## config.mk

```make
export PLATFORM = sky130hd
export DESIGN_NAME = tmr_timer2
export DESIGN_NICKNAME = d
export VERILOG_FILES = /design/src/hdl/tmr_clk_select.v /design/src/hdl/tmr_timer2.v
export VERILOG_INCLUDE_DIRS = /design/src /design/src/hdl
export SDC_FILE = /design/constraint.sdc
export NUM_CORES = 1
export LEC_CHECK = 0
export BUFFER_PORTS_ARGS = -buffer_cell sky130_fd_sc_hd__buf_2
export CAP_MARGIN = 0
export CELL_PAD_IN_SITES_DETAIL_PLACEMENT = 1
export CELL_PAD_IN_SITES_GLOBAL_PLACEMENT = 1
export CORE_UTILIZATION = 40
export CTS_BUF_LIST = sky130_fd_sc_hd__clkbuf_16
export DETAILED_ROUTE_END_ITERATION = 10
export GPL_TIMING_DRIVEN = 0
export PLACE_DENSITY_LB_ADDON = 0.1
export REMOVE_ABC_BUFFERS = 1
export SYNTH_ARGS = -nofsm -noshare
export SYNTH_HDL_FRONTEND = slang
export SYNTH_SLANG_ARGS = --single-unit
```

## constraint.sdc

```tcl
create_clock -name mclk_i -period 2.94 [get_ports mclk_i]
set_clock_uncertainty 0.05 [all_clocks]
set_input_delay 0.147 -clock mclk_i [delete_from_list [all_inputs] [get_ports mclk_i]]
set_output_delay 0.147 -clock mclk_i [all_outputs]
set_load 0.02 [all_outputs]
```

## src/hdl/tmr_map.vh

```
`ifndef TMR_MAP_VH
`define TMR_MAP_VH

// Notes on behaviour
// RULE1: Control bits 7-4 pick clock: off, system, fast, external, slow osc, comparator.
// RULE2: Codes 1000-1101 count rising or falling edges of three pins; others are stopped.
// RULE3: Emulator halt stops the timer clock except when the fast oscillator is selected.
// RULE4: Control bits 3-2 route output: off, port B pin two, A pin three, B pin four.
// RULE5: Control bit 1 picks period mode (0) or PWM mode (1); resets to 0.
// RULE6: Control bit 0 inverts the timer output before the pin; resets to 0.
// RULE7: Eight-bit counter is readable and writable, and clears to 0x00 on reset.
// RULE8: Divider bit 7 picks 8-bit PWM, or 6/7-bit set by a build option.
// RULE9: Clock passes prescaler (1/4/16/64, bits 6-5) then five-bit scaler (bits 4-0).
// RULE10: Counter meets limit: period mode restarts and toggles; PWM mode sets duty point.

// Register addresses
`define TMR_ADDR_CTRL      8'h30
`define TMR_ADDR_COUNT     8'h31
`define TMR_ADDR_DIV       8'h32
`define TMR_ADDR_LIMIT     8'h33

// Reset values
`define TMR_CTRL_RST       8'h00
`define TMR_COUNT_RST      8'h00
`define TMR_DIV_RST        8'h00
`define TMR_LIMIT_RST      8'h00

// Control field positions
`define TMR_CTRL_SRC_HI    7
`define TMR_CTRL_SRC_LO    4
`define TMR_CTRL_ROUTE_HI  3
`define TMR_CTRL_ROUTE_LO  2
`define TMR_CTRL_MODE_BIT  1
`define TMR_CTRL_INV_BIT   0

// Divider field positions
`define TMR_DIV_RES_BIT    7
`define TMR_DIV_PRE_HI     6
`define TMR_DIV_PRE_LO     5
`define TMR_DIV_SCL_HI     4
`define TMR_DIV_SCL_LO     0

// Clock source codes
`define TMR_SRC_OFF        4'h0
`define TMR_SRC_SYS        4'h1
`define TMR_SRC_FAST       4'h2
`define TMR_SRC_EXT        4'h3
`define TMR_SRC_SLOW       4'h4
`define TMR_SRC_CMP        4'h5
`define TMR_SRC_PA0_RISE   4'h8
`define TMR_SRC_PA0_FALL   4'h9
`define TMR_SRC_PB0_RISE   4'hA
`define TMR_SRC_PB0_FALL   4'hB
`define TMR_SRC_PA4_RISE   4'hC
`define TMR_SRC_PA4_FALL   4'hD

// Output routing codes
`define TMR_ROUTE_OFF      2'h0
`define TMR_ROUTE_PB2      2'h1
`define TMR_ROUTE_PA3      2'h2
`define TMR_ROUTE_PB4      2'h3

// Prescaler codes and terminal counts
`define TMR_PRE_DIV1       2'h0
`define TMR_PRE_DIV4       2'h1
`define TMR_PRE_DIV16      2'h2
`define TMR_PRE_DIV64      2'h3
`define TMR_PRE_END1       6'h00
`define TMR_PRE_END4       6'h03
`define TMR_PRE_END16      6'h0F
`define TMR_PRE_END64      6'h3F

// PWM resolution masks
`define TMR_RES8_MASK      8'hFF
`define TMR_RES7_MASK      8'h7F
`define TMR_RES6_MASK      8'h3F

// Source vector positions
`define TMR_IN_FAST        0
`define TMR_IN_EXT         1
`define TMR_IN_SLOW        2
`define TMR_IN_CMP         3
`define TMR_IN_PA0         4
`define TMR_IN_PB0         5
`define TMR_IN_PA4         6
`define TMR_IN_COUNT       7

`endif

```

## src/hdl/tmr_clk_select.v

```verilog
`timescale 1ns/1ns
`include "tmr_map.vh"

module tmr_clk_select #(
  parameter fast_osc_doubling_option = 1'b0
) (
  input  wire       mclk_i,
  input  wire       nrst_i,
  input  wire [6:0] src_raw_i,
  input  wire [3:0] src_sel_i,
  input  wire       emu_halt_i,
  output wire       tick_o
);

  wire [6:0] rise;
  wire [6:0] fall;
  reg        next_tick;
  reg        tick;
  reg        raw_tick;

  // Two-flop synchroniser and edge detector per source
  genvar i;
  generate
    for (i = 0; i < `TMR_IN_COUNT; i = i + 1) begin : g_src
      reg meta;
      reg sync;
      reg last;
      always @(posedge mclk_i or negedge nrst_i) begin
        if (!nrst_i) begin
          meta <= 1'b0;
          sync <= 1'b0;
          last <= 1'b0;
        end else begin
          meta <= src_raw_i[i];
          sync <= meta;
          last <= sync;
        end
      end
      assign rise[i] = sync & ~last;
      assign fall[i] = ~sync & last;
    end
  endgenerate

  // Sources must run below half the system clock to be seen
  always @* begin
    raw_tick = 1'b0;
    case (src_sel_i)
      `TMR_SRC_OFF:      raw_tick = 1'b0;                         // RULE1
      `TMR_SRC_SYS:      raw_tick = 1'b1;                         // RULE1
      `TMR_SRC_FAST: begin
        if (fast_osc_doubling_option)
          raw_tick = rise[`TMR_IN_FAST] | fall[`TMR_IN_FAST];     // RULE1
        else
          raw_tick = rise[`TMR_IN_FAST];
      end
      `TMR_SRC_EXT:      raw_tick = rise[`TMR_IN_EXT];            // RULE1
      `TMR_SRC_SLOW:     raw_tick = rise[`TMR_IN_SLOW];           // RULE1
      `TMR_SRC_CMP:      raw_tick = rise[`TMR_IN_CMP];            // RULE1
      `TMR_SRC_PA0_RISE: raw_tick = rise[`TMR_IN_PA0];            // RULE2
      `TMR_SRC_PA0_FALL: raw_tick = fall[`TMR_IN_PA0];            // RULE2
      `TMR_SRC_PB0_RISE: raw_tick = rise[`TMR_IN_PB0];            // RULE2
      `TMR_SRC_PB0_FALL: raw_tick = fall[`TMR_IN_PB0];            // RULE2
      `TMR_SRC_PA4_RISE: raw_tick = rise[`TMR_IN_PA4];            // RULE2
      `TMR_SRC_PA4_FALL: raw_tick = fall[`TMR_IN_PA4];            // RULE2
      default:           raw_tick = 1'b0;                         // RULE2
    endcase
  end

  // Halt freezes every source but the fast oscillator
  always @* begin
    next_tick = raw_tick;
    if (emu_halt_i && (src_sel_i != `TMR_SRC_FAST))
      next_tick = 1'b0;                                           // RULE3
  end

  always @(posedge mclk_i or negedge nrst_i) begin
    if (!nrst_i)
      tick <= 1'b0;
    else
      tick <= next_tick;
  end

  assign tick_o = tick;

endmodule

```

## src/hdl/tmr_timer2.v

```verilog
`timescale 1ns/1ns
`include "tmr_map.vh"

module tmr_timer2 #(
  parameter fast_osc_doubling_option = 1'b0,
  parameter reduced_pwm_width_option = 1'b0
) (
  input  wire       mclk_i,
  input  wire       nrst_i,
  input  wire [7:0] addr_i,
  input  wire [7:0] wdata_i,
  input  wire       wr_i,
  input  wire       rd_i,
  output wire [7:0] rdata_o,
  input  wire       fast_internal_oscillator_i,
  input  wire       external_oscillator_i,
  input  wire       slow_internal_oscillator_i,
  input  wire       comparator_out_i,
  input  wire       port_a_pin_zero_i,
  input  wire       port_b_pin_zero_i,
  input  wire       port_a_pin_four_i,
  input  wire       in_circuit_emulator_halt_i,
  output wire       port_b_pin_two_o,
  output wire       port_b_pin_two_oe_o,
  output wire       port_a_pin_three_o,
  output wire       port_a_pin_three_oe_o,
  output wire       port_b_pin_four_o,
  output wire       port_b_pin_four_oe_o,
  output wire       timer_level_o
);

  // Software-visible registers
  reg  [7:0] timer_control;
  reg  [7:0] timer_count_value;
  reg  [7:0] timer_divider_setup;
  reg  [7:0] timer_limit_value;

  // Read path
  reg  [7:0] rdata;
  reg  [7:0] next_rdata;

  // Divider chain
  reg  [5:0] pre_cnt;
  reg  [5:0] pre_end;
  reg  [4:0] scl_cnt;
  wire       tick;
  wire       pre_done;
  wire       step;

  // Counter and output level
  reg  [7:0] next_count;
  reg  [7:0] res_mask;
  reg        period_level;
  reg        next_period_level;
  reg        pwm_level;
  wire       limit_hit;
  wire       out_level;
  reg        level_q;

  // Decoded fields
  wire [3:0] src_sel;
  wire [1:0] route;
  wire       pwm_mode;
  wire       invert;
  wire       res_reduced;
  wire [1:0] pre_sel;
  wire [4:0] scl_end;

  // Address matches, shared by the write and read paths
  wire       sel_ctrl;
  wire       sel_count;
  wire       sel_div;
  wire       sel_limit;

  // Bus strobes per register
  wire       wr_ctrl;
  wire       wr_count;
  wire       wr_div;
  wire       wr_limit;

  // Pin drive flops, one pair per routable pin
  localparam PIN_PB2   = 0;
  localparam PIN_PA3   = 1;
  localparam PIN_PB4   = 2;
  localparam PIN_COUNT = 3;
  wire [2:0] pin_val;
  wire [2:0] pin_oe;
  wire [5:0] pin_codes;
  wire [6:0] src_raw;

  // Counter helpers
  wire       period_match;
  wire [7:0] count_plus_one;
  wire [7:0] masked_count;
  wire [7:0] masked_limit;

  assign src_sel     = timer_control[`TMR_CTRL_SRC_HI:`TMR_CTRL_SRC_LO];
  assign route       = timer_control[`TMR_CTRL_ROUTE_HI:`TMR_CTRL_ROUTE_LO];
  assign pwm_mode    = timer_control[`TMR_CTRL_MODE_BIT];
  assign invert      = timer_control[`TMR_CTRL_INV_BIT];
  assign res_reduced = timer_divider_setup[`TMR_DIV_RES_BIT];
  assign pre_sel     = timer_divider_setup[`TMR_DIV_PRE_HI:`TMR_DIV_PRE_LO];
  assign scl_end     = timer_divider_setup[`TMR_DIV_SCL_HI:`TMR_DIV_SCL_LO];

  // Address decode, one match per register
  assign sel_ctrl  = (addr_i == `TMR_ADDR_CTRL);
  assign sel_count = (addr_i == `TMR_ADDR_COUNT);
  assign sel_div   = (addr_i == `TMR_ADDR_DIV);
  assign sel_limit = (addr_i == `TMR_ADDR_LIMIT);

  // Write strobes; unmapped writes are dropped
  assign wr_ctrl  = wr_i && sel_ctrl;
  assign wr_count = wr_i && sel_count;
  assign wr_div   = wr_i && sel_div;
  assign wr_limit = wr_i && sel_limit;

  // Raw clock sources, all asynchronous to the system clock
  assign src_raw[`TMR_IN_FAST] = fast_internal_oscillator_i;
  assign src_raw[`TMR_IN_EXT]  = external_oscillator_i;
  assign src_raw[`TMR_IN_SLOW] = slow_internal_oscillator_i;
  assign src_raw[`TMR_IN_CMP]  = comparator_out_i;
  assign src_raw[`TMR_IN_PA0]  = port_a_pin_zero_i;
  assign src_raw[`TMR_IN_PB0]  = port_b_pin_zero_i;
  assign src_raw[`TMR_IN_PA4]  = port_a_pin_four_i;

  // Source selection turns the chosen clock into count ticks
  tmr_clk_select #(
    .fast_osc_doubling_option (fast_osc_doubling_option)
  ) u_clk_select (
    .mclk_i     (mclk_i),
    .nrst_i     (nrst_i),
    .src_raw_i  (src_raw),
    .src_sel_i  (src_sel),
    .emu_halt_i (in_circuit_emulator_halt_i),
    .tick_o     (tick)
  );

  // Control register
  always @(posedge mclk_i or negedge nrst_i) begin
    if (!nrst_i) begin
      timer_control <= `TMR_CTRL_RST;                    // RULE5
    end else if (wr_ctrl) begin
      timer_control <= wdata_i;                          // RULE1
    end
  end

  // Write-only divider setup; bit 7 also trims the PWM width
  always @(posedge mclk_i or negedge nrst_i) begin
    if (!nrst_i)
      timer_divider_setup <= `TMR_DIV_RST;               // RULE9
    else if (wr_div)
      timer_divider_setup <= wdata_i;                    // RULE8
  end

  // Write-only limit, the compare point for both modes
  always @(posedge mclk_i or negedge nrst_i) begin
    if (!nrst_i)
      timer_limit_value <= `TMR_LIMIT_RST;               // RULE10
    else if (wr_limit)
      timer_limit_value <= wdata_i;                      // RULE10
  end

  // Prescaler terminal count from the two-bit select
  always @* begin
    pre_end = `TMR_PRE_END1;
    case (pre_sel)
      `TMR_PRE_DIV1:  pre_end = `TMR_PRE_END1;           // RULE9
      `TMR_PRE_DIV4:  pre_end = `TMR_PRE_END4;           // RULE9
      `TMR_PRE_DIV16: pre_end = `TMR_PRE_END16;          // RULE9
      `TMR_PRE_DIV64: pre_end = `TMR_PRE_END64;          // RULE9
      default:        pre_end = `TMR_PRE_END1;
    endcase
  end

  // Compare with >= so a smaller ratio written mid-count recovers at once
  assign pre_done = tick && (pre_cnt >= pre_end);
  assign step     = pre_done && (scl_cnt >= scl_end);    // RULE9

  // Prescaler and scaler restart when software loads the counter
  always @(posedge mclk_i or negedge nrst_i) begin
    if (!nrst_i) begin
      pre_cnt <= 6'h00;
      scl_cnt <= 5'h00;
    end else if (wr_count) begin
      pre_cnt <= 6'h00;
      scl_cnt <= 5'h00;
    end else if (tick) begin
      if (pre_done) begin
        pre_cnt <= 6'h00;
        if (step)
          scl_cnt <= 5'h00;
        else
          scl_cnt <= scl_cnt + 5'h01;                    // RULE9
      end else begin
        pre_cnt <= pre_cnt + 6'h01;                      // RULE9
      end
    end
  end

  // PWM wrap width
  always @* begin
    res_mask = `TMR_RES8_MASK;
    if (res_reduced) begin
      if (reduced_pwm_width_option)
        res_mask = `TMR_RES7_MASK;                       // RULE8
      else
        res_mask = `TMR_RES6_MASK;                       // RULE8
    end
  end

  // Match on all eight bits; only PWM narrows the compare
  assign limit_hit      = (timer_count_value == timer_limit_value);
  assign count_plus_one = timer_count_value + 8'h01;

  // A software load on the same edge hides the match
  assign period_match = step && !pwm_mode && limit_hit && !wr_count;  // RULE10

  // Next counter value; a software write wins over a step
  always @* begin
    next_count = timer_count_value;
    if (wr_count) begin
      next_count = wdata_i;                              // RULE7
    end else if (period_match) begin
      next_count = 8'h00;                                // RULE10
    end else if (step) begin
      if (pwm_mode)
        next_count = count_plus_one & res_mask;          // RULE8
      else
        next_count = count_plus_one;
    end
  end

  always @(posedge mclk_i or negedge nrst_i) begin
    if (!nrst_i)
      timer_count_value <= `TMR_COUNT_RST;               // RULE7
    else
      timer_count_value <= next_count;
  end

  // Period mode toggles on each match
  always @* begin
    next_period_level = period_level;
    if (period_match)
      next_period_level = ~period_level;                 // RULE10
  end

  always @(posedge mclk_i or negedge nrst_i) begin
    if (!nrst_i)
      period_level <= 1'b0;
    else
      period_level <= next_period_level;
  end

  // Both sides masked so a reduced width ignores the upper limit bits
  assign masked_count = timer_count_value & res_mask;
  assign masked_limit = timer_limit_value & res_mask;

  // PWM high while count is below the limit; limit zero keeps it low
  always @* begin
    pwm_level = (masked_count < masked_limit);           // RULE10
  end

  // Mode picks the level, then optional inversion
  assign out_level = (pwm_mode ? pwm_level : period_level) ^ invert;  // RULE5 RULE6

  always @(posedge mclk_i or negedge nrst_i) begin
    if (!nrst_i)
      level_q <= 1'b0;
    else
      level_q <= out_level;
  end

  // Route code that selects each pin, lowest pin first
  assign pin_codes = {`TMR_ROUTE_PB4, `TMR_ROUTE_PA3, `TMR_ROUTE_PB2};

  // One flop pair per pin, fed from the same level as the status flop
  // so pin and status never disagree; unselected pins are released low
  genvar p;
  generate
    for (p = 0; p < PIN_COUNT; p = p + 1) begin : g_pin
      reg val_q;
      reg oe_q;
      always @(posedge mclk_i or negedge nrst_i) begin
        if (!nrst_i) begin
          val_q <= 1'b0;
          oe_q  <= 1'b0;
        end else if (route == pin_codes[2*p+1 -: 2]) begin
          val_q <= out_level;                            // RULE4
          oe_q  <= 1'b1;                                 // RULE4
        end else begin
          val_q <= 1'b0;
          oe_q  <= 1'b0;
        end
      end
      assign pin_val[p] = val_q;
      assign pin_oe[p]  = oe_q;
    end
  endgenerate

  // Read mux; write-only and unmapped addresses read as zero
  always @* begin
    next_rdata = 8'h00;
    if (rd_i) begin
      if (sel_ctrl)
        next_rdata = timer_control;                      // RULE5
      else if (sel_count)
        next_rdata = timer_count_value;                  // RULE7
      else if (sel_div || sel_limit)
        next_rdata = 8'h00;                              // RULE9
      else
        next_rdata = 8'h00;
    end
  end

  // Data stand only in the cycle after the read strobe
  always @(posedge mclk_i or negedge nrst_i) begin
    if (!nrst_i)
      rdata <= 8'h00;
    else
      rdata <= next_rdata;
  end

  assign rdata_o               = rdata;
  assign port_b_pin_two_o      = pin_val[PIN_PB2];
  assign port_b_pin_two_oe_o   = pin_oe[PIN_PB2];
  assign port_a_pin_three_o    = pin_val[PIN_PA3];
  assign port_a_pin_three_oe_o = pin_oe[PIN_PA3];
  assign port_b_pin_four_o     = pin_val[PIN_PB4];
  assign port_b_pin_four_oe_o  = pin_oe[PIN_PB4];
  assign timer_level_o         = level_q;

endmodule

```

* Yosys cells after proc, flatten, opt, wreduce, memory -nomap -nowiden
Cells that the tools add are included.
** Word-level totals
- Output and inout port bits :: 15
- Word-level logic and storage cells :: 133
- Register bits :: 81
** Cells by class
- Reduce and logical (&&, ||, !) cells :: 17
- Equal/unequal tests :: 23
- Bitwise logic cells :: 25
- Magnitude comparators :: 3
- Add/sub/neg operators :: 3
- Multiplexer cells :: 25
** Operators by type and width (count)
- 8-bit two-way mux :: 8
- 8-bit by 6-bit equality test with 1-bit output (second input constant) :: 4
- 8-bit AND :: 3
- 4-bit equality test (second input constant) :: 6
- 6-bit case mux with 4 select lines :: 1
- 5-bit two-way mux :: 4
- 6-bit two-way mux :: 3
- 1-bit inverter :: 11
- 1-bit case mux with 11 select lines :: 1
- 1-bit AND :: 10
- 1-bit logical AND :: 10
- 8-bit by 1-bit adder with 8-bit output (second input constant) :: 1
- 2-bit equality test (second input constant) :: 4
- 4-bit by 2-bit equality test with 1-bit output (second input constant) :: 2
- 4-bit by 3-bit equality test with 1-bit output (second input constant) :: 2
- 8-bit equality test :: 1
- 8-bit < comparator :: 1
- 1-bit two-way mux :: 8
- 6-bit by 1-bit adder with 6-bit output (second input constant) :: 1
- 6-bit greater-or-equal comparator :: 1
- 5-bit by 1-bit adder with 5-bit output (second input constant) :: 1
- 5-bit greater-or-equal comparator :: 1
- 2-bit by 1-bit equality test with 1-bit output (second input constant) :: 2
- 4-bit by 1-bit equality test with 1-bit output (second input constant) :: 1
- 7 further kinds :: 9

* Depth between registers and ports, before layout
- Word-level depth :: 10
- Mapped depth :: 8
- Mapped depth without buffers :: 7

* Cells and area by module
Synthesis repeated with hierarchy kept, for this count alone.
** Unflattened totals
- Cells, all modules :: 362
- Area, all modules :: 4036.4 sq um
** Modules (own cells, without submodules)
- tmr_timer2 :: cells each 312, sequential area each 1476.4 sq um, times used 1, area each 3285.7 sq um
- tmr_clk_select :: cells each 50, sequential area each 550.5 sq um, times used 1, area each 750.7 sq um

* Worst setup path before layout
OpenSTA, ideal clock, no wires.
- Kind :: register to register
- From :: register timer_divider_setup[6]
- To :: register timer_count_value[0]
- Path buffers :: 1
- Clock period less this slack :: 2.367 ns
- Stages on the path, launching flop included :: 9
- Arrival :: 2.231 ns
- Path slack :: 0.573 ns
- Setup time :: 0.087 ns
- Data required time :: 2.803 ns
- Cell sequence :: dfrtp_1 -> or2_2 -> ha_1 -> nand2b_1 -> a211o_1 -> a22oi_1 -> clkbuf_1 -> nor2_1 -> o211ai_1
** On the way
- Cells in the longest elaborated chain, start to end :: 10
- Elaborated cells between the ends (all ways) :: 14
** Ends and longest elaborated chain
- from (decl) :: line tmr_timer2.v:35 : reg [7:0] timer_divider_setup;
- from (signal assigned) :: line tmr_timer2.v:150 : timer_divider_setup <= `TMR_DIV_RST;
- from (signal assigned) :: line tmr_timer2.v:152 : timer_divider_setup <= wdata_i;
- 2-bit equality test, or another cell as far along :: line tmr_timer2.v:166 : case (pre_sel)
- 6-bit case mux with 4 select lines (*) :: line tmr_timer2.v:166
- 6-bit greater-or-equal comparator (*) :: line tmr_timer2.v:176 : assign pre_done = tick && (pre_cnt >= pre_end);
- 1-bit logical AND (*) :: line tmr_timer2.v:176
- 1-bit logical AND (*) :: line tmr_timer2.v:177 : assign step = pre_done && (scl_cnt >= scl_end);
- 1-bit logical AND (3 in series) :: line tmr_timer2.v:216 : assign period_match = step && !pwm_mode && limit_hit && !wr_count;
- 8-bit two-way mux :: line tmr_timer2.v:223 : end else if (period_match) begin
- 8-bit two-way mux :: line tmr_timer2.v:221 : if (wr_count) begin
- to (signal assigned) :: line tmr_timer2.v:235 : timer_count_value <= `TMR_COUNT_RST;
- to (signal assigned) :: line tmr_timer2.v:237 : timer_count_value <= next_count;
- to (decl) :: line tmr_timer2.v:34 : reg [7:0] timer_count_value;
Mark *: on every way between the ends. The rest lies on a longest branch, timed or not.
A chain may end at the register's enable or synchronous reset.

* Final worst setup path
- From :: register timer_divider_setup[6]
- To :: register timer_count_value[5]
Same word-level chain as after synthesis.

==> impl_metrics.tcl <==
set metrics [dict create \
    root_buffer "clkbuf_16" \
    clkSinkCount 81 \
    dr_total_vias 2926 \
    die_w_um 101 \
    yosysTopAreaCellShare 0.513 \
    layout_setup_ws_ns 0.236 \
    grt_pass1_wl_um 15500 \
    yosysWarnings 0 \
    fin_crit_sh 0.920 \
    htreeDepth 3 \
    r2r_slack_ns 0.24 \
    num_rows 35 \
    peakVddDrop_mv 0.310 \
    cp-start-kind "flip-flop" \
    ant_nets 0 \
    p_comb_frac 0.202 \
    yosys-top-cells-area "dfrtp_1 (51%), ha_1 (7.0%), mux2_2 (3.1%)" \
    crit_chain "or2_2 > ha_1 > nand2b_1 > a211o_1 > a22oi_2 > nor2_1 > o211ai_1" \
    cts_tree "yes" \
    power.switching_mw 1.00 \
    cap_violations 0 \
    nNetsFinal 457 \
    synthFlopType "dfrtp_1" \
    powerDensity_mw_per_mm2 680 \
    synth_top_area_cell "dfrtp_1" \
    synth-edff-count 0 \
    hp-class "in2reg" \
    grtUsageTotal 0.201 \
    area_growth_pct 18.6 \
    r2r.worst_path.cells 7 \
    hold_viol_final 0 \
    synth_most_common_cell "dfrtp_1" \
    r2r_start "timer_divider_setup[6]" \
    p_seq_frac 0.427 \
    synth_top_family_by_area "simple AND/OR/NAND/NOR gates" \
    rsz0062_at_grt "false" \
    status "finished clean" \
    ys_types 53 \
    grt_pass1_vias 3026 \
    initial_core_util 0.419 \
    synth_compound_area_frac 0.109 \
    crit_start "timer_divider_setup[6]" \
    die_area_mm2 0.0103 \
    max_stage_delay_ns 0.63 \
    crit_arrival_ns 2.91 \
    synth.mux.area_fraction 0.0846 \
    synth_common_cells "dfrtp_1 (81), nor2_1 (26), nand2_1 (23)" \
    synth-simple-area-share 0.182 \
    dp_slack_ns -0.179 \
    tightest_slew_ns 1.13 \
    dpl.hpwl_um 6330 \
    critPathSlowestCell "a22oi_2" \
    setup.worst_path.end_class "flip-flop" \
    wirelength_um 9110 \
    finalMaxSlewViolations 0 \
    grt_antenna_before_repair 0 \
    r2r-end "timer_count_value[5]" \
    synth_seq_cells 81 \
    drt_iter0_drc 95 \
    synthArstFlopShare 1.00 \
    timing.slew.headroom 0.250 \
    worstSkewPairLatency_ns 0.34 \
    fin_crit_ns 2.70 \
    grt_overflow 0 \
    critical_path_class "reg2reg" \
    p_leak_nw 2.17 \
    chipHeight_um 101 \
    required_ns 3.14 \
    cp.depth 7 \
    p_clk_frac 0.371 \
    setup_violations 0 \
    drc_errors 0 \
    synthAdderAreaFrac 0.0697 \
    synth-xor-area-share 0.00887 \
    grt_max_degree 43 \
    timing.fmax_ghz 0.370 \
    drive_gt1_frac 0.211 \
    cp_top_family "compound AO/OA/AOI/OAI gates" \
    clk_pin_slew_ns 0.07 \
    io_buffer_count 42 \
    syn-mean-instance-area_um2 11.0 \
    core_mm2 0.00942 \
    cts_buffers 9 \
    viasPerCell 5.41 \
    wl_per_cell_um 16.8 \
    pin_count 43 \
    diodes 0 \
    globalplace.congestion 0.751 \
    cp_max_fo 14 \
    first_pass_iters 5 \
    switching_share 0.315 \
    intPower_mw 2.18 \
    endpoint "timer_count_value[5]" \
    clk_path_buf_depth 2 \
    synth_area_mm2 0.00395 \
    synthCells 358 \
    synth_seq_area_share 0.513 \
    cp.buffers_inverters 0 \
    power.total_mw 3.18 \
]
==> metrics by stage <==
| step | area [µm²] | TNS [ns] | util | hold slack (ns) | std cells |
|---|---|---|---|---|---|
| after floorplan | 3890 | 0 | - | -0.199 | 345 |
| after detailed placement | 4290 | -0.961 | 0.455 | 0.115 | 517 |
| after global routing | 4680 | 0 | 0.497 | 0.0530 | 541 |
| final | 4680 | 0 | 0.497 | 0.0359 | 541 |
| after CTS | 4680 | 0 | 0.497 | 0.0318 | 541 |
| after global placement | 4260 | -0.135 | 0.452 | 0.205 | 516 |
==> state kept, by name, indices dropped and copies added, names as in the netlist <==
register                 cells
port_b_pin_four_o            1
timer_control                8
port_a_pin_three_oe_o        1
u_clk_select.g_src.meta      7
rdata_o                      8
timer_divider_setup          8
timer_limit_value            8
timer_count_value            8
port_a_pin_three_o           1
u_clk_select.g_src.sync      7
port_b_pin_four_oe_o         1
u_clk_select.g_src.last      7
pre_cnt                      6
u_clk_select.tick_o          1
port_b_pin_two_oe_o          1
port_b_pin_two_o             1
scl_cnt                      5
period_level                 1
timer_level_o                1
==> timing repair <==
| item | CTS | global route |
|---|---|---|
| hold buffers | 8 | 0 |
| buffers inserted | 0 | 0 |
| resized for setup | 1 | 0 |
| hold endpoints to repair | 46 | 0 |
| setup endpoints to repair | 12 | 0 |
==> power groups by stage <==
stage	combinational (mW)	clock [mW]	sequential, mW
3_3_place_gp	0.603	0	1.37
2_1_floorplan	0.452	0	1.34
4_1_cts	0.654	1.20	1.36
6_report	0.644	1.18	1.36
3_5_place_dp	0.635	0	1.38
5_1_grt	0.753	1.25	1.37
==> layer usage <==
layer	vias to the layer above	GRT usage	wire length [µm]
met5	-	0	0
met4	0	0.0713	156
met3	13	0.0414	302
met2	54	0.317	4300
met1	1457	0.275	4350
li1	1402	-	-
==> placed cells by master, fill, tap and decap left out, drive strengths merged, types with 4 or more instances in the layout <==
cell / instances
dfrtp: 81
buf: 43
nand4: 12
o211ai: 7
nor2: 26
dlygate4sd3: 8
ha: 22
nor2b: 10
a21oi: 16
o21ai: 10
a31oi: 4
mux2i: 9
inv: 23
and4: 4
nand2b: 9
nand2: 23
clkbuf: 9
and2: 5
mux2: 19
a211oi: 5
a32oi: 4
nand3: 13
nor3: 5
==> worst reg2reg max path, stage by stage, from the launching register on <==
cell and delay, ns:
dfrtp_1 0.39, or2_2 0.32, ha_1 0.27, nand2b_1 0.15, a211o_1 0.35, a22oi_2 0.63, nor2_1 0.22, o211ai_1 0.24
==> worst min-delay path by stage <==
stage / end / startpoint / cells after the start
final: timer_divider_setup[6] / wdata_i[6] / 3
after global routing: timer_divider_setup[1] / wdata_i[1] / 3
after CTS: timer_divider_setup[6] / wdata_i[6] / 3
after detailed placement: timer_divider_setup[2] / nrst_i / 1
after global placement: u_clk_select.g_src[2].meta / slow_internal_oscillator_i / 1
after floorplan: period_level / nrst_i / 0
==> layout make-up <==
cell class                 instances  area [µm²]
fill                            1026        4730
sequential                        81        2030
multi-input combinational        246        1800
timing repair buffer              51         313
clock buffer                       9         225
tap                              129         161
clock inverter                     7        83.8
inverter                          18        67.6
==> cell families after synthesis <==
kind of cell,count (synthesis)
and+or+nand+nor,129
AOI/OAI and AO/OA,63
buffers and inverters,31
muxes,28
adders and majority gates,22
DFF,81
xor gates and xnor gates,4
Power figures use the tool's default switching activity.
